<file path="src/design/afp_params.svh">
`ifndef AFP_PARAMS_SVH
`define AFP_PARAMS_SVH
// register byte offsets
`define AFP_OFS_MODE        4'h0
`define AFP_OFS_STATUS      4'h4
`define AFP_OFS_DATA        4'h8
// mode register field positions
`define AFP_MODE_AVG_LO     16
`define AFP_MODE_AVG_HI     17
`define AFP_MODE_STA_APP    20
`define AFP_MODE_FILT_ORD   15
`define AFP_MODE_RSVD       14
`define AFP_MODE_PAR_EN     13
// status register field positions
`define AFP_STA_RDY         0
`define AFP_STA_SETTLED     1
`define AFP_STA_PARITY      2
`define AFP_STA_RSVD_ERR    3
`define AFP_STA_THIRD       4
// reset values and settling counts
`define AFP_MODE_RESET      32'h0000_0000
`define AFP_SETTLE_THIRD    3'h3
`define AFP_SETTLE_FOURTH   3'h4
// averaging ratios
`define AFP_AVG_NONE        5'h01
`define AFP_AVG_BY2         5'h02
`define AFP_AVG_BY8         5'h08
`define AFP_AVG_BY16        5'h10
`endif

</file>
<file path="src/design/afp_pkg.sv">
package afp_pkg;
	typedef struct packed {
		logic       status_append_enable;
		logic       averaging_factor_hi;
		logic       averaging_factor_lo;
		logic       filter_order_select;
		logic       reserved_bit;
		logic       parity_check_enable;
	} afp_mode_t;

	typedef struct packed {
		logic [4:0] avg_ratio;
		logic       fast_settle;
		logic       third_order;
	} afp_filt_cfg_t;
endpackage : afp_pkg

</file>
<file path="src/design/afp_mode_ctrl.sv">
// Chosen here: the Avalon-MM slave port and the register addresses.
`timescale 1ns/1ps
`include "afp_params.svh"
// Contract
// - filter order bit clear selects fourth order (reset), set selects third order
// - chop off: settle in three periods for third order, four for fourth
// - parity enable set gives parity checking on conversion data reads when status append is also set
// - status append set sends status with the result on every data read
// - averaging field: 00 none and no fast settling, 01 by 2, 10 by 8, 11 by 16
module afp_mode_ctrl #(
	parameter int DATA_W = 24
) (
	input  wire logic                   core_clk,
	input  wire logic                   nrst,
	input  wire logic [3:0]             avs_address,
	input  wire logic                   avs_read,
	input  wire logic                   avs_write,
	input  wire logic [31:0]            avs_writedata,
	output logic [31:0]                 avs_readdata,
	output logic                        avs_waitrequest,
	input  wire logic                   conv_tick,
	input  wire logic                   conv_restart,
	input  wire logic [DATA_W-1:0]      conv_data,
	input  wire logic                   conv_valid,
	output afp_pkg::afp_filt_cfg_t      filt_cfg,
	output logic                        settled
);
	import afp_pkg::*;

	// refuse a width or a field map that the logic cannot serve
	generate
		if (DATA_W < 1 || DATA_W > 24) begin : g_bad_width
			$error("DATA_W must be 1 to 24 so status fits above the result");
		end
		if (`AFP_MODE_STA_APP > 31 || `AFP_MODE_AVG_HI > 31 || `AFP_MODE_AVG_LO > 31) begin : g_bad_mode_a
			$error("mode field positions must lie inside the 32-bit word");
		end
		if (`AFP_MODE_FILT_ORD > 31 || `AFP_MODE_RSVD > 31 || `AFP_MODE_PAR_EN > 31) begin : g_bad_mode_b
			$error("mode field positions must lie inside the 32-bit word");
		end
		if (`AFP_STA_RDY > 7 || `AFP_STA_SETTLED > 7 || `AFP_STA_PARITY > 7) begin : g_bad_status_a
			$error("status field positions must lie inside the appended byte");
		end
		if (`AFP_STA_RSVD_ERR > 7 || `AFP_STA_THIRD > 7) begin : g_bad_status_b
			$error("status field positions must lie inside the appended byte");
		end
		if (`AFP_SETTLE_THIRD == 3'h0 || `AFP_SETTLE_FOURTH == 3'h0) begin : g_bad_settle
			$error("settling counts must be at least one output period");
		end
	endgenerate

	// unpack a 32-bit mode word into the stored fields
	function automatic afp_mode_t mode_from_word(input logic [31:0] w);
		afp_mode_t m;
		m.status_append_enable = w[`AFP_MODE_STA_APP];
		m.averaging_factor_hi  = w[`AFP_MODE_AVG_HI];
		m.averaging_factor_lo  = w[`AFP_MODE_AVG_LO];
		m.filter_order_select  = w[`AFP_MODE_FILT_ORD];
		m.reserved_bit         = w[`AFP_MODE_RSVD];
		m.parity_check_enable  = w[`AFP_MODE_PAR_EN];
		return m;
	endfunction : mode_from_word

	// averaging field to decimation ratio
	function automatic logic [4:0] cfg_ratio(input logic hi, input logic lo);
		unique case ({hi, lo})
			2'b00: cfg_ratio = `AFP_AVG_NONE;
			2'b01: cfg_ratio = `AFP_AVG_BY2;
			2'b10: cfg_ratio = `AFP_AVG_BY8;
			2'b11: cfg_ratio = `AFP_AVG_BY16;
		endcase
	endfunction : cfg_ratio

	afp_mode_t          mode_r;
	afp_mode_t          mode_nxt;
	logic               wait_r;
	logic               wait_nxt;
	logic [31:0]        rdata_r;
	logic [31:0]        rdata_nxt;
	logic [DATA_W-1:0]  data_r;
	logic [DATA_W-1:0]  data_nxt;
	logic               rdy_r;
	logic               rdy_nxt;
	logic [2:0]         cnt_r;
	logic [2:0]         cnt_nxt;
	logic               settled_r;
	logic               settled_nxt;
	afp_filt_cfg_t      cfg_r;
	afp_filt_cfg_t      cfg_nxt;
	logic [31:0]        mode_word;
	logic [31:0]        status_word;
	logic [31:0]        data_word;

	// register bus decode
	wire        req          = avs_read | avs_write;
	wire        accept       = req & wait_r;
	wire        done         = req & ~wait_r;
	wire        sel_mode     = avs_address == `AFP_OFS_MODE;
	wire        sel_status   = avs_address == `AFP_OFS_STATUS;
	wire        sel_data     = avs_address == `AFP_OFS_DATA;
	wire        wr_mode      = done & avs_write & sel_mode;
	wire        rd_data      = done & avs_read & sel_data;
	wire        cap_read     = accept & avs_read;

	// settling count and filter setup
	wire        restart      = wr_mode | conv_restart;
	wire [2:0]  settle_tgt   = mode_r.filter_order_select ? `AFP_SETTLE_THIRD : `AFP_SETTLE_FOURTH;
	wire        cnt_full     = cnt_r >= settle_tgt;
	wire        cnt_step     = conv_tick & ~cnt_full;
	wire        par_bit      = mode_r.parity_check_enable & (^data_r);
	wire [4:0]  avg_ratio_nxt = cfg_ratio(mode_r.averaging_factor_hi, mode_r.averaging_factor_lo);
	wire        fast_nxt      = mode_r.averaging_factor_hi | mode_r.averaging_factor_lo;

	// read words
	always_comb begin
		mode_word                        = 32'h0;
		mode_word[`AFP_MODE_STA_APP]     = mode_r.status_append_enable;
		mode_word[`AFP_MODE_AVG_HI]      = mode_r.averaging_factor_hi;
		mode_word[`AFP_MODE_AVG_LO]      = mode_r.averaging_factor_lo;
		mode_word[`AFP_MODE_FILT_ORD]    = mode_r.filter_order_select;
		mode_word[`AFP_MODE_RSVD]        = mode_r.reserved_bit;
		mode_word[`AFP_MODE_PAR_EN]      = mode_r.parity_check_enable;
	end

	always_comb begin
		status_word                      = 32'h0;
		status_word[`AFP_STA_RDY]        = rdy_r;
		status_word[`AFP_STA_SETTLED]    = settled_r;
		status_word[`AFP_STA_PARITY]     = par_bit;
		status_word[`AFP_STA_RSVD_ERR]   = mode_r.reserved_bit;
		status_word[`AFP_STA_THIRD]      = mode_r.filter_order_select;
	end

	// status byte rides in the top byte only when appended
	wire [7:0]  sta_byte     = mode_r.status_append_enable ? status_word[7:0] : 8'h00;
	wire [23:0] res_word     = 24'(data_r);
	assign data_word = {sta_byte, res_word};
	wire [31:0] rd_mux = sel_mode ? mode_word : sel_status ? status_word : sel_data ? data_word : 32'h0;

	// next values; a new result wins over a clearing read
	assign mode_nxt    = wr_mode ? mode_from_word(avs_writedata) : mode_r;
	assign wait_nxt    = ~accept;
	assign rdata_nxt   = cap_read ? rd_mux : rdata_r;
	assign data_nxt    = conv_valid ? conv_data : data_r;
	assign rdy_nxt     = conv_valid | (rdy_r & ~rd_data);
	assign cnt_nxt     = restart ? 3'h0 : cnt_step ? cnt_r + 3'h1 : cnt_r;
	assign settled_nxt = ~restart & cnt_full;
	assign cfg_nxt     = '{avg_ratio: avg_ratio_nxt, fast_settle: fast_nxt, third_order: mode_r.filter_order_select};

	// bus handshake: one wait cycle, then the request completes
	always_ff @(posedge core_clk) begin
		if (!nrst) begin
			wait_r <= 1'b1;
		end else begin
			wait_r <= wait_nxt;
		end
	end

	// read data captured when the request is first seen
	always_ff @(posedge core_clk) begin
		if (!nrst) begin
			rdata_r <= 32'h0;
		end else begin
			rdata_r <= rdata_nxt;
		end
	end

	// mode fields
	always_ff @(posedge core_clk) begin
		if (!nrst) begin
			mode_r <= mode_from_word(`AFP_MODE_RESET);
		end else begin
			mode_r <= mode_nxt;
		end
	end

	// result capture
	always_ff @(posedge core_clk) begin
		if (!nrst) begin
			data_r <= '0;
		end else begin
			data_r <= data_nxt;
		end
	end

	always_ff @(posedge core_clk) begin
		if (!nrst) begin
			rdy_r <= 1'b0;
		end else begin
			rdy_r <= rdy_nxt;
		end
	end

	// settling counter in output periods
	always_ff @(posedge core_clk) begin
		if (!nrst) begin
			cnt_r <= 3'h0;
		end else begin
			cnt_r <= cnt_nxt;
		end
	end

	always_ff @(posedge core_clk) begin
		if (!nrst) begin
			settled_r <= 1'b0;
		end else begin
			settled_r <= settled_nxt;
		end
	end

	// filter setup follows the mode fields one cycle later
	always_ff @(posedge core_clk) begin
		if (!nrst) begin
			cfg_r <= '{avg_ratio: `AFP_AVG_NONE, fast_settle: 1'b0, third_order: 1'b0};
		end else begin
			cfg_r <= cfg_nxt;
		end
	end

	assign avs_readdata    = rdata_r;
	assign avs_waitrequest = wait_r;
	assign filt_cfg        = cfg_r;
	assign settled         = settled_r;
endmodule : afp_mode_ctrl

</file>
<file path="config.mk">
export PLATFORM = sky130hd
export DESIGN_NAME = afp_mode_ctrl
export DESIGN_NICKNAME = d
export VERILOG_FILES = /design/src/design/afp_pkg.sv /design/src/design/afp_mode_ctrl.sv
export VERILOG_INCLUDE_DIRS = /design/src /design/src/design
export SDC_FILE = /design/constraint.sdc
export NUM_CORES = 1
export LEC_CHECK = 0
export ABC_AREA = 1
export BUFFER_PORTS_ARGS = -buffer_cell sky130_fd_sc_hd__buf_4
export CAP_MARGIN = 20
export CORE_MARGIN = 4
export CORE_UTILIZATION = 46
export CTS_CLUSTER_SIZE = 24
export DETAILED_ROUTE_END_ITERATION = 10
export PLACE_DENSITY = 0.77
export SLEW_MARGIN = 10
export SYNTH_ARGS = -nofsm -noshare
export SYNTH_HDL_FRONTEND = slang
export SYNTH_SLANG_ARGS = --single-unit
</file>
<file path="constraint.sdc">
create_clock -name core_clk -period 1.5 [get_ports core_clk]
set_clock_uncertainty 0.15 [all_clocks]
set_input_delay 0.225 -clock core_clk [delete_from_list [all_inputs] [get_ports core_clk]]
set_output_delay 0.225 -clock core_clk [all_outputs]
set_load 0.01 [all_outputs]
</file>
[After elaboration in Yosys (flattened, before gate mapping)]
Index checks and enable logic that the tools add are counted.
Storage, ports and cells
  register bits: 75
  input bits: 67
  output and inout bits: 41
  logic and storage cells: 53
Cells by class
  add/sub/neg operators: 1
  $lt $le $gt $ge: 1
  equality and inequality tests: 5
  muxes and demuxes: 6
  bitwise operators: 21
  reduce and logical (&&, ||, !) cells: 4
Operators by type and width (number)
  2-to-1 mux 29 bit: 3
  parity 24 bit: 1
  one-hot mux 5 bit (4 select lines): 1
  bitwise AND 1 bit: 11
  inverter 1 bit: 6
  2-to-1 mux 5 bit: 1
  equality test 2 bit, second input constant: 2
  equality test 4 x 3 -> 1 bit, second input constant: 1
  equality test 4 bit, second input constant: 1
  zero test 4 bit: 1
  OR 1 bit: 4
  adder 3 x 1 -> 3 bit, second input constant: 1
  greater-or-equal comparator 3 bit: 1
  2-to-1 mux 3 bit: 1
  equality test 2 x 1 -> 1 bit, second input constant: 1
  zero test 2 bit: 1
  OR reduction 2 bit: 1

[Longest topological paths before layout]
Gate-level depths: netlist of run 1.
  word-level depth: 7
  gate-level depth with buffers: 14
  depth with buffers taken out: 14

[Least setup slack after synthesis of run 1]
No wires, ideal clock.
  path type: register to register
  start: register cnt_r[0]
  end: register cnt_r[0]
  library setup time: 0.118 ns
  data arrival time: 1.358 ns
  data required time: 1.232 ns
  slack: -0.126 ns
  stages on the path, launching flop included: 9
  buffers on the path: 0
  clock period less this slack: 1.626 ns
  path through: dfxtp_1 -> inv_1 -> ha_1 -> o21ai_0 -> nand2_1 -> a21oi_1 -> nand2_1 -> o21bai_1 -> a21oi_1
Between the ends
  longest elaborated chain between the ends: 3
  elaborated cells between the ends (all ways): 4
  classes of those cells: 1 x add/sub; 1 x order compare; 2 x bitwise
Ends and longest elaborated chain
  start, declared: line afp_mode_ctrl.sv:84  | logic [2:0] cnt_r;
  start signal, assigned: line afp_mode_ctrl.sv:199  | cnt_r <= cnt_nxt;
  greater-or-equal comparator 3 bit: line afp_mode_ctrl.sv:108  | wire cnt_full = cnt_r >= settle_tgt;
  inverter 1 bit: line afp_mode_ctrl.sv:109  | wire cnt_step = conv_tick & ~cnt_full;
  bitwise AND 1 bit: line afp_mode_ctrl.sv:109
Several ways; a longest one is shown, not always the timed one.
A chain may end at the register's enable or synchronous reset.

[Final worst setup path of run 1]
  start: register data_r[20]
  end: register rdata_r[2], in the netlist avs_readdata[2]
Between the ends
  longest elaborated chain between the ends: 4
Ends and longest elaborated chain
  start, declared: line afp_mode_ctrl.sv:80  | logic [DATA_W-1:0] data_r;
  start signal, assigned: line afp_mode_ctrl.sv:182  | data_r <= data_nxt;
  parity 24 bit: line afp_mode_ctrl.sv:110  | wire par_bit = mode_r.parity_check_enable & (^data_r);
  bitwise AND 1 bit: line afp_mode_ctrl.sv:110
  2-to-1 mux 29 bit (2 in series): line afp_mode_ctrl.sv:138  | wire [31:0] rd_mux = sel_mode ? mode_word : sel_status ? status_word : sel_data ? data_word : 32'h0;
  end signal, assigned: line afp_mode_ctrl.sv:164  | rdata_r <= rdata_nxt;
  end, declared: line afp_mode_ctrl.sv:78  | logic [31:0] rdata_r;
No other way between the ends.

==> results of run 1 <==
[through the flow]
stage / setup WS, ns / cell area (sq um) / TNS [ns] / hold slack [ns]
final: -0.126 / 4710 / -0.396 / 0.00486
after global placement: -0.128 / 4280 / -1.40 / 0.270
after floorplan: 0.0141 / 3340 / 0 / 0.191
after global routing: -0.274 / 4710 / -1.05 / 0.00564
after detailed placement: -0.184 / 4280 / -2.13 / 0.274
after CTS: -0.118 / 4590 / -0.153 / 0.000560
[cell usage in the layout (no fill, tap or decap), types with 4 or more instances in the layout]
cell,instances
dfxtp_2,9
a21oi_1,48
o221ai_1,5
o21ai_0,50
nand2_1,142
nand2_2,7
xnor2_1,4
dlygate4sd3_1,8
buf_4,122
nand3_2,5
nor2_2,4
a21oi_2,4
conb_1,4
clkbuf_8,10
inv_2,10
nor2_1,28
dfxtp_1,58
inv_1,44
dfxtp_4,4
[routing by layer]
layer	vias to the layer above	routed length, um	track usage, %
li1	1777	-	-
met1	1619	3830	25.4
met2	119	4610	37.9
met3	20	582	3.98
met4	0	255	7.94
met5	-	0	0
[cell type report]
cell class,count,area [sq um]
fillers,574,2160
well taps,96,120
multi-input cells,331,1670
repair buffers,134,1060
clock buffers,10,138
clock inverters,6,60.1
flip-flops and latches,71,1450
inverters,56,213
[worst max-delay path, stage by stage, from the launching register on]
cell     delay, ns
dfxtp_4       0.37
buf_4         0.12
nand2_1       0.08
nand2_2       0.06
inv_2         0.04
nand2_1       0.05
nand2_1       0.08
nand2_1       0.07
nand2_2       0.08
nand2_2       0.05
nand3_2       0.10
nand3_2       0.07
nand2_1       0.07
nand2_1       0.06
a21oi_2       0.11
[power groups by stage]
| stage | combinational, mW | sequential, mW | clock [mW] |
|---|---|---|---|
| after floorplan | 0.433 | 2.10 | 0 |
| after global routing | 0.960 | 2.07 | 1.64 |
| final | 0.865 | 2.06 | 1.55 |
| after global placement | 0.753 | 2.09 | 0 |
| after CTS | 0.823 | 2.06 | 1.56 |
| after detailed placement | 0.781 | 2.09 | 0 |
[sequential cells by signal, indices dropped and copies added, names as in the netlist]
register	count
data_r	24
cfg_nxt	1
settled	1
mode_r	5
avs_readdata	29
avs_waitrequest	1
cnt_r	3
filt_cfg	6
rdy_r	1
[worst max-delay path by stage]
stage / start / end / slack [ns] / depth (start not counted)
2_1_floorplan: cnt_r[0] / cnt_r[0] / 0.01 / 8
3_3_place_gp: data_r[19] / avs_readdata[2] / -0.13 / 14
5_1_grt: data_r[23] / avs_readdata[2] / -0.27 / 14
3_5_place_dp: data_r[19] / avs_readdata[2] / -0.18 / 14
4_1_cts: data_r[23] / avs_readdata[2] / -0.12 / 14
6_report: data_r[20] / avs_readdata[2] / -0.13 / 14
[cells by family after synthesis]
| kind of cell | count (synthesis) | synth area share [%] |
|---|---|---|
| adders and majority gates | 4 | 1.52 |
| other | 1 | 0.114 |
| AOI/OAI and AO/OA | 118 | 19.0 |
| xor gates and xnor gates | 9 | 2.39 |
| and+or+nand+nor | 196 | 23.9 |
| buffers and inverters | 79 | 9.98 |
| DFF | 71 | 43.1 |
[repair_timing]
action                                  in CTS  in global routing
buffers inserted                             0                  5
resized for setup                           17                 30
endpoints found under the hold margin        6                  1
hold buffers                                 7                  1
endpoints found under the setup margin      12                 25
pin swaps                                   13                  8
==> run summary, run 1 <==
outcome: finished with violations
Hold Crit Class: in -> reg
Leakage: 2.23 nW
Reg2Reg Capture Point: avs_readdata[2]
Clock Sinks: 71
Die Span Y: 92.7 um
# DRC: 0
final worst path period need: 1.63 ns
switching power total: 1.29 mW
Total Wirelength: 9280 um
GRT Resource Usage Total: 21.3%
Sequential Power Share: 46.0%
Routed Antenna Nets: 0
Final WS setup: -0.126 ns
min-delay src: avs_writedata[17]
Syn. warnings: 0
Clock Tree Root: clkbuf_8
site row count: 30
top cells by count, synth: nand2_1, dfxtp_1, a21oi_1, inv_1, o21ai_0
RR Startpoint: data_r[20]
Synth Flop Type: dfxtp_1
gpl congestion: 0.833
syn_area_per_cell: 6.90 sq um
fmax: 0.615 GHz
remaining global-route overflow: 0
initial antenna violation count: 0
PD cells: 950 mW/mm^2
final hold violation count: 0
largest net degree at the start of global routing: 37
failing checks: setup timing
Seq/Total Area, Yosys: 43.1%
largest cells by area after synthesis: dfxtp_1, nand2_1, a21oi_1
DRT iter0 DRCs: 204
Area growth, synth to finish: 42.8%
Final Power: 4.47 mW
vias post-DR: 3535
Starting Density: 48.0%
Clock Power Share: 34.6%
leading area contributor after synthesis: dfxtp_1
Worst Setup Start Kind: flop
WL per Instance: 13.2 um
dominant cell by count in the synthesized netlist: nand2_1
cts bufs inserted: 9
Yosys cell types: 31
final layout net count: 674
dpl cells: 675
Crit Path Class: reg -> reg
Sw Share: 28.9%
Final Util: 68.6%
die extent in x: 92.7 um
IO buf count: 77
max_cap viols: 0
Post-synth EDFFs: 0
period utilization: 108%
number of synthesized register bits: 71
critical path capture point type: flop
CP arrival: 1.76 ns
layout cell share with drive strength beyond 1: 32.1%
clk_lat worst skew: 0.34 ns
crit-path max FO: 5
CTS tree: built
async set-reset flop share out of synthesis: 0%
clock buffer depth: 2
hold path depth: 3
first-pass GRT wire length: 14700 um
non-filler cells in the finished layout: 704
Post-Syn Instances: 478
worst r2r path cells: 14
final slew viol count: 0
top cell type's share of synthesized area: 43.1%
DP HPWL: 6480 um
endpoint of the worst hold path: mode_r[4]
VDD IR-drop max: 0.506 mV
Final setup viols: 7
CP required: 1.63 ns
Vias/cell: 5.02
vias in the first global route: 3351
internal power: 3.18 mW
Top Ports: 108
combinational power share: 19.3%
ANT cells: 0
clk slew on worst S/H paths: 0.08 ns
length of the first detailed-routing pass in iterations: 5
Core Footprint: 0.00687 sq mm
die area: 0.00859 sq mm
worst reg2reg setup slack: -0.13 ns
RSZ-0062 raised after global routing: true
synthesized cell area: 0.00330 sq mm
H-tree Lvls: 3
(Power assumes the default switching activity.)
==> run 2: changes to the inputs <==
CELL_PAD_IN_SITES_DETAIL_PLACEMENT = 1   (was not set)
CELL_PAD_IN_SITES_GLOBAL_PLACEMENT = 2   (was not set)
CORE_UTILIZATION = 24   (was 46)
PLACE_DENSITY = not set   (was 0.77)
PLACE_DENSITY_LB_ADDON = 0.1   (was not set)
==> run summary, run 2 (synthesized netlist as in run 1, its figures left out) <==
clk_lat worst skew: 0.34 ns (about the same)
first-pass GRT wire length: 18200 um (+24%)
FILL cells: 1665 (+190%)
Most Frequent Cell on Critical Path: nand2_1
layout cell share with drive strength beyond 1: 38.4% (+6.3 points)
gpl congestion: 0.750 (-9.9%)
combinational power share: 17.3% (-2.0 points)
Sequential Power Share: 38.3% (-7.7 points)
Top Ports: 108 (unchanged)
critical path capture point type: flop
Leakage: 2.37 nW (+6.2%)
largest incremental delay on the critical path: 0.32 ns (-0.05 ns)
Sw Share: 27.0% (-1.9 points)
CP arrival: 1.71 ns (-0.05 ns)
Final WS setup: -0.0911 ns (+0.0346 ns)
PD cells: 1050 mW/mm^2 (+11%)
CP required: 1.62 ns (about the same)
CTS tree: built
Reg2Reg Capture Point: avs_readdata[2]
VDD IR-drop max: 0.686 mV (+36%)
Starting Density: 24.7% (-23 points)
site row count: 42 (+40%)
fmax: 0.628 GHz (+2.2%)
period utilization: 106% (-2.3 points)
WL per Instance: 13.8 um (+5.1%)
crit-path cells: buf_6 -> nor2_4 -> inv_1 -> nand2_1 -> nand2_1 -> nand2_1 -> nand2_1 -> nand2_1 -> nand2_1 -> nand3_2 -> nand3_2 -> nand2_2 -> nand2_2 -> a21oi_2
die extent in x: 125 um (+35%)
initial antenna violation count: 0 (unchanged)
Crit path max-delay family: simple AND/OR/NAND/NOR gates
Clock Tree Root: clkbuf_16
crit-path max FO: 6 (+1)
failing checks: hold timing, setup timing
internal power: 3.93 mW (+24%)
Routed Antenna Nets: 0 (unchanged)
CP max-delay cell: dfxtp_2
DRT iter0 DRCs: 98 (-52%)
final slew viol count: 0 (unchanged)
Clock Sinks: 71 (unchanged)
Crit Path Class: reg -> reg
DP HPWL: 8360 um (+29%)
length of the first detailed-routing pass in iterations: 4 (-1)
Worst Setup Start Kind: flop
switching power total: 1.45 mW (+13%)
# DRC: 0 (unchanged)
Final Util: 38.3% (-30 points)
worst reg2reg setup slack: -0.09 ns (+0.03 ns)
IO buf count: 77 (unchanged)
Clock Power Share: 44.4% (+9.8 points)
ANT cells: 0 (unchanged)
worst hold slack: -0.0206 ns (-0.0255 ns)
Core Footprint: 0.0133 sq mm (+94%)
final instance area: 0.00511 sq mm (+8.5%)
Vias/cell: 4.39 (-13%)
final hold violation count: 1 (+1)
RR Startpoint: data_r[23]
most frequent cells in the layout: buf_4, nand2_1, o21ai_0, dfxtp_1, a21oi_1
Multi-input gate area: 0.00172 sq mm (+3.0%)
largest net degree at the start of global routing: 41 (+11%)
FF/Latch Area: 0.00146 sq mm (+0.95%)
Total Wirelength: 11000 um (+19%)
Hold Crit Class: in -> reg
CP bufs+invs: 2 (unchanged)
vias post-DR: 3492 (-1.2%)
hold path depth: 2 (-1)
clock buffer depth: 2 (unchanged)
min-delay src: avs_read
final worst path period need: 1.59 ns (-0.0346 ns)
flip-flop count of the largest register after layout: 29 (unchanged)
die area: 0.0157 sq mm (+83%)
remaining global-route overflow: 0 (unchanged)
dpl cells: 770 (+14%)
endpoint of the worst hold path: avs_waitrequest
worst r2r path cells: 14 (unchanged)
Area growth, synth to finish: 54.9%
cts bufs inserted: 9 (unchanged)
GRT Resource Usage Total: 14.4% (-6.9 points)
non-filler cells in the finished layout: 796 (+13%)
commonest non-fill, non-tap cell in the layout: buf_4
Placed Area: 0.00450 sq mm (+5.3%)
outcome: finished with violations
max_cap viols: 0 (unchanged)
Die Span Y: 125 um (+35%)
clk slew on worst S/H paths: 0.06 ns (-0.02 ns)
Final Power: 5.39 mW (+20%)
Final setup viols: 2 (-5)
H-tree Lvls: 3 (unchanged)
final layout net count: 686 (+1.8%)
vias in the first global route: 3723 (+11%)
RSZ-0062 raised after global routing: true
pre-CTS WS: -0.282 ns (-0.0978 ns)
-- run 2: cell count changes in the layout (fill, tap and decap cells not counted), moves of 8 or more --
cell | previous run | this run
clkbuf_16 | 0 | 9
nand2_2 | 7 | 16
nand2_1 | 142 | 133
dfxtp_1 | 58 | 49
buf_4 | 122 | 134
dfxtp_2 | 9 | 17
clkbuf_8 | 10 | 1
-- run 2: repair_timing --
item                                    4_1_cts  5_1_grt
buffers inserted                              2        2
endpoints found under the setup margin        5       37
resized for setup                            44       36
hold buffers                                  7        0
cloned                                        0        0
pin swaps                                    25       17
hold endpoints to repair                      6        0
-- run 2: per-layer routing --
layer  part of all wire (%)  global-route usage [%]
met5                      0                       0
met4                   0.94                    3.25
met3                    3.8                    4.43
met2                     51                    25.5
met1                     44                    17.2
-- run 2: area by class of cell --
type	count	share of cell area (%)
multi-input cells	331	33.7
flip-flops and latches	71	28.6
repair buffers	146	22.7
clock buffers	10	4.68
well taps	176	4.31
inverters	56	4.21
clock inverters	6	1.79
-- run 2: per-stage QoR --
stage	TNS, ns	hold slack, ns
6_report	-0.170	-0.0206
5_1_grt	-0.796	0.00775
4_1_cts	-0.238	0.00298
3_5_place_dp	-3.40	0.281
3_3_place_gp	-2.63	0.283
2_1_floorplan	0	0.191
-- run 2: how the worst max path moves through the flow --
| stage | from | end | cells after the start |
|---|---|---|---|
| 6_report | data_r[23] | avs_readdata[2] | 14 |
| 5_1_grt | data_r[9] | avs_readdata[2] | 13 |
| 4_1_cts | data_r[16] | avs_readdata[2] | 13 |
| 3_5_place_dp | avs_address[1] | cnt_r[0] | 10 |
| 3_3_place_gp | avs_address[1] | cnt_r[0] | 10 |
| 2_1_floorplan | cnt_r[0] | cnt_r[0] | 8 |
-- run 2: power by group through the flow --
| stage | Sequential (mW) | Clock, mW | Combinational, mW |
|---|---|---|---|
| final | 2.06 | 2.39 | 0.931 |
| after global routing | 2.08 | 2.56 | 1.06 |
| after CTS | 2.06 | 2.49 | 0.919 |
| after detailed placement | 2.09 | 0 | 0.868 |
| after global placement | 2.09 | 0 | 0.842 |
| after floorplan | 2.10 | 0 | 0.433 |
==> run 3: changes to the inputs <==
CAP_MARGIN = not set   (was 20)
SETUP_SLACK_MARGIN = 0.02   (was not set)
==> run summary, run 3 (synthesized netlist as in run 1, its figures left out) <==
outcome: finished with violations
failing checks: setup timing
Hold Crit Class: in -> reg
commonest non-fill, non-tap cell in the layout: nand2_1
DP HPWL: 8520 um (+1.9%)
flip-flop count of the largest register after layout: 29 (unchanged)
Area growth, synth to finish: 54.6%
most frequent cells in the layout: nand2_1, buf_4, dfxtp_1, o21ai_0, a21oi_1
Top Ports: 108 (unchanged)
final worst path period need: 1.60 ns (+0.0120 ns)
Starting Density: 24.7% (unchanged)
die area: 0.0157 sq mm (unchanged)
worst r2r path cells: 14 (unchanged)
clk_lat worst skew: 0.35 ns (about the same)
Routed Antenna Nets: 0 (unchanged)
clock buffer depth: 2 (unchanged)
pre-CTS WS: -0.286 ns (-0.00439 ns)
Core Footprint: 0.0133 sq mm (unchanged)
IO buf count: 77 (unchanged)
Total Wirelength: 11200 um (+1.4%)
Crit Path Class: reg -> reg
fmax: 0.624 GHz (-0.75%)
Die Span Y: 125 um (unchanged)
cts bufs inserted: 9 (unchanged)
remaining global-route overflow: 0 (unchanged)
vias post-DR: 3511 (+0.54%)
CP required: 1.63 ns (about the same)
largest net degree at the start of global routing: 40 (-2.4%)
ANT cells: 0 (unchanged)
final slew viol count: 0 (unchanged)
VDD IR-drop max: 0.584 mV (-15%)
site row count: 42 (unchanged)
Worst Setup Start Kind: flop
Final Util: 38.2% (-0.075 points)
crit-path max FO: 4 (-2)
Final setup viols: 5 (+3)
length of the first detailed-routing pass in iterations: 4 (unchanged)
CP arrival: 1.73 ns (+0.02 ns)
CTS tree: built
FILL cells: 1682 (+1.0%)
max_cap viols: 0 (unchanged)
dpl cells: 770 (unchanged)
Final WS setup: -0.103 ns (-0.0120 ns)
clk slew on worst S/H paths: 0.06 ns (about the same)
RSZ-0062 raised after global routing: true
H-tree Lvls: 3 (unchanged)
total negative slack: -0.218 ns (-0.0474 ns)
worst reg2reg setup slack: -0.10 ns (about the same)
# DRC: 0 (unchanged)
gpl congestion: 0.738 (-1.7%)
layout cell share with drive strength beyond 1: 37.1% (-1.2 points)
Clock Sinks: 71 (unchanged)
initial antenna violation count: 0 (unchanged)
non-filler cells in the finished layout: 798 (+0.25%)
WL per Instance: 14.0 um (+1.1%)
final layout net count: 688 (+0.29%)
PD cells: 1060 mW/mm^2 (+0.20%)
GRT Resource Usage Total: 14.6% (+0.23 points)
first-pass GRT wire length: 18300 um (+0.53%)
vias in the first global route: 3694 (-0.78%)
die extent in x: 125 um (unchanged)
final hold violation count: 0 (-1)
period utilization: 107% (+0.80 points)
Leakage: 2.38 nW (+0.37%)
critical path capture point type: flop
Final Power: 5.39 mW (about the same)
DRT iter0 DRCs: 83 (-15%)
hold path depth: 3 (+1)
Vias/cell: 4.40 (+0.29%)
Clock Tree Root: clkbuf_16
[run 3: cell types whose count changed in the layout (fill, tap and decap cells not counted), moves of 2 or more]
cell     delta
nand2_2     -4
buf_4       +2
buf_12      -2
dfxtp_1     +5
xnor2_1     -2
dfxtp_2     -3
xnor2_2     +2
dfxtp_4     -2
nand2_1     +4
[run 3: what timing repair did]
action | CTS | global route
hold endpoints to repair | 6 | 1
pin swaps | 18 | 11
setup endpoints to repair | 8 | 30
hold buffers | 7 | 1
buffers inserted | 3 | 2
resized for setup | 27 | 43
[run 3: worst paths after layout]
check                                       start              end
worst max-delay path                   data_r[23]  avs_readdata[2]
worst min-delay path            avs_writedata[20]        mode_r[5]
worst max register to register         data_r[23]  avs_readdata[2]
worst min register to register          mode_r[4]      filt_cfg[3]
[run 3: per-layer routing]
| layer | share of wire, % | vias up | track usage, % |
|---|---|---|---|
| met5 | 0 | - | 0 |
| met4 | 1.6 | 0 | 4.97 |
| met3 | 3.4 | 11 | 3.80 |
| met2 | 50 | 47 | 25.6 |
| met1 | 45 | 1648 | 17.4 |
| li1 | - | 1805 | - |
[run 3: metrics by stage]
stage | instance area [sq um] | hold slack (ns)
3_5_place_dp | 4480 | 0.288
5_1_grt | 5100 | 0.00910
3_3_place_gp | 4480 | 0.285
2_1_floorplan | 3340 | 0.191
4_1_cts | 4970 | 0.00419
6_report | 5100 | 0.0000120
[run 3: worst max-delay path, stage by stage, from the launching register on]
cell,delay (ns)
dfxtp_2,0.33
buf_6,0.13
nand2_2,0.06
inv_1,0.04
nor2_1,0.09
nand2_1,0.06
nand2_1,0.07
nand2_1,0.06
nand2_2,0.08
nand2_1,0.06
nand3_2,0.09
nand3_2,0.07
nand2_2,0.06
nand2_2,0.05
a21oi_2,0.12
[run 3: power by group]
part           switching, mW  leakage (nW)  internal, mW  total, mW
combinational          0.492          1.63         0.434      0.925
clock                  0.883         0.163          1.51       2.39
sequential            0.0880         0.589          1.98       2.07
[run 3: final cells by class]
| class | count | area [sq um] | area share, % |
|---|---|---|---|
| flip-flops and latches | 71 | 1450 | 28.4 |
| multi-input cells | 331 | 1730 | 33.9 |
| clock buffers | 10 | 239 | 4.69 |
| well taps | 176 | 220 | 4.32 |
| inverters | 56 | 213 | 4.17 |
| clock inverters | 6 | 91.3 | 1.79 |
| repair buffers | 148 | 1160 | 22.7 |
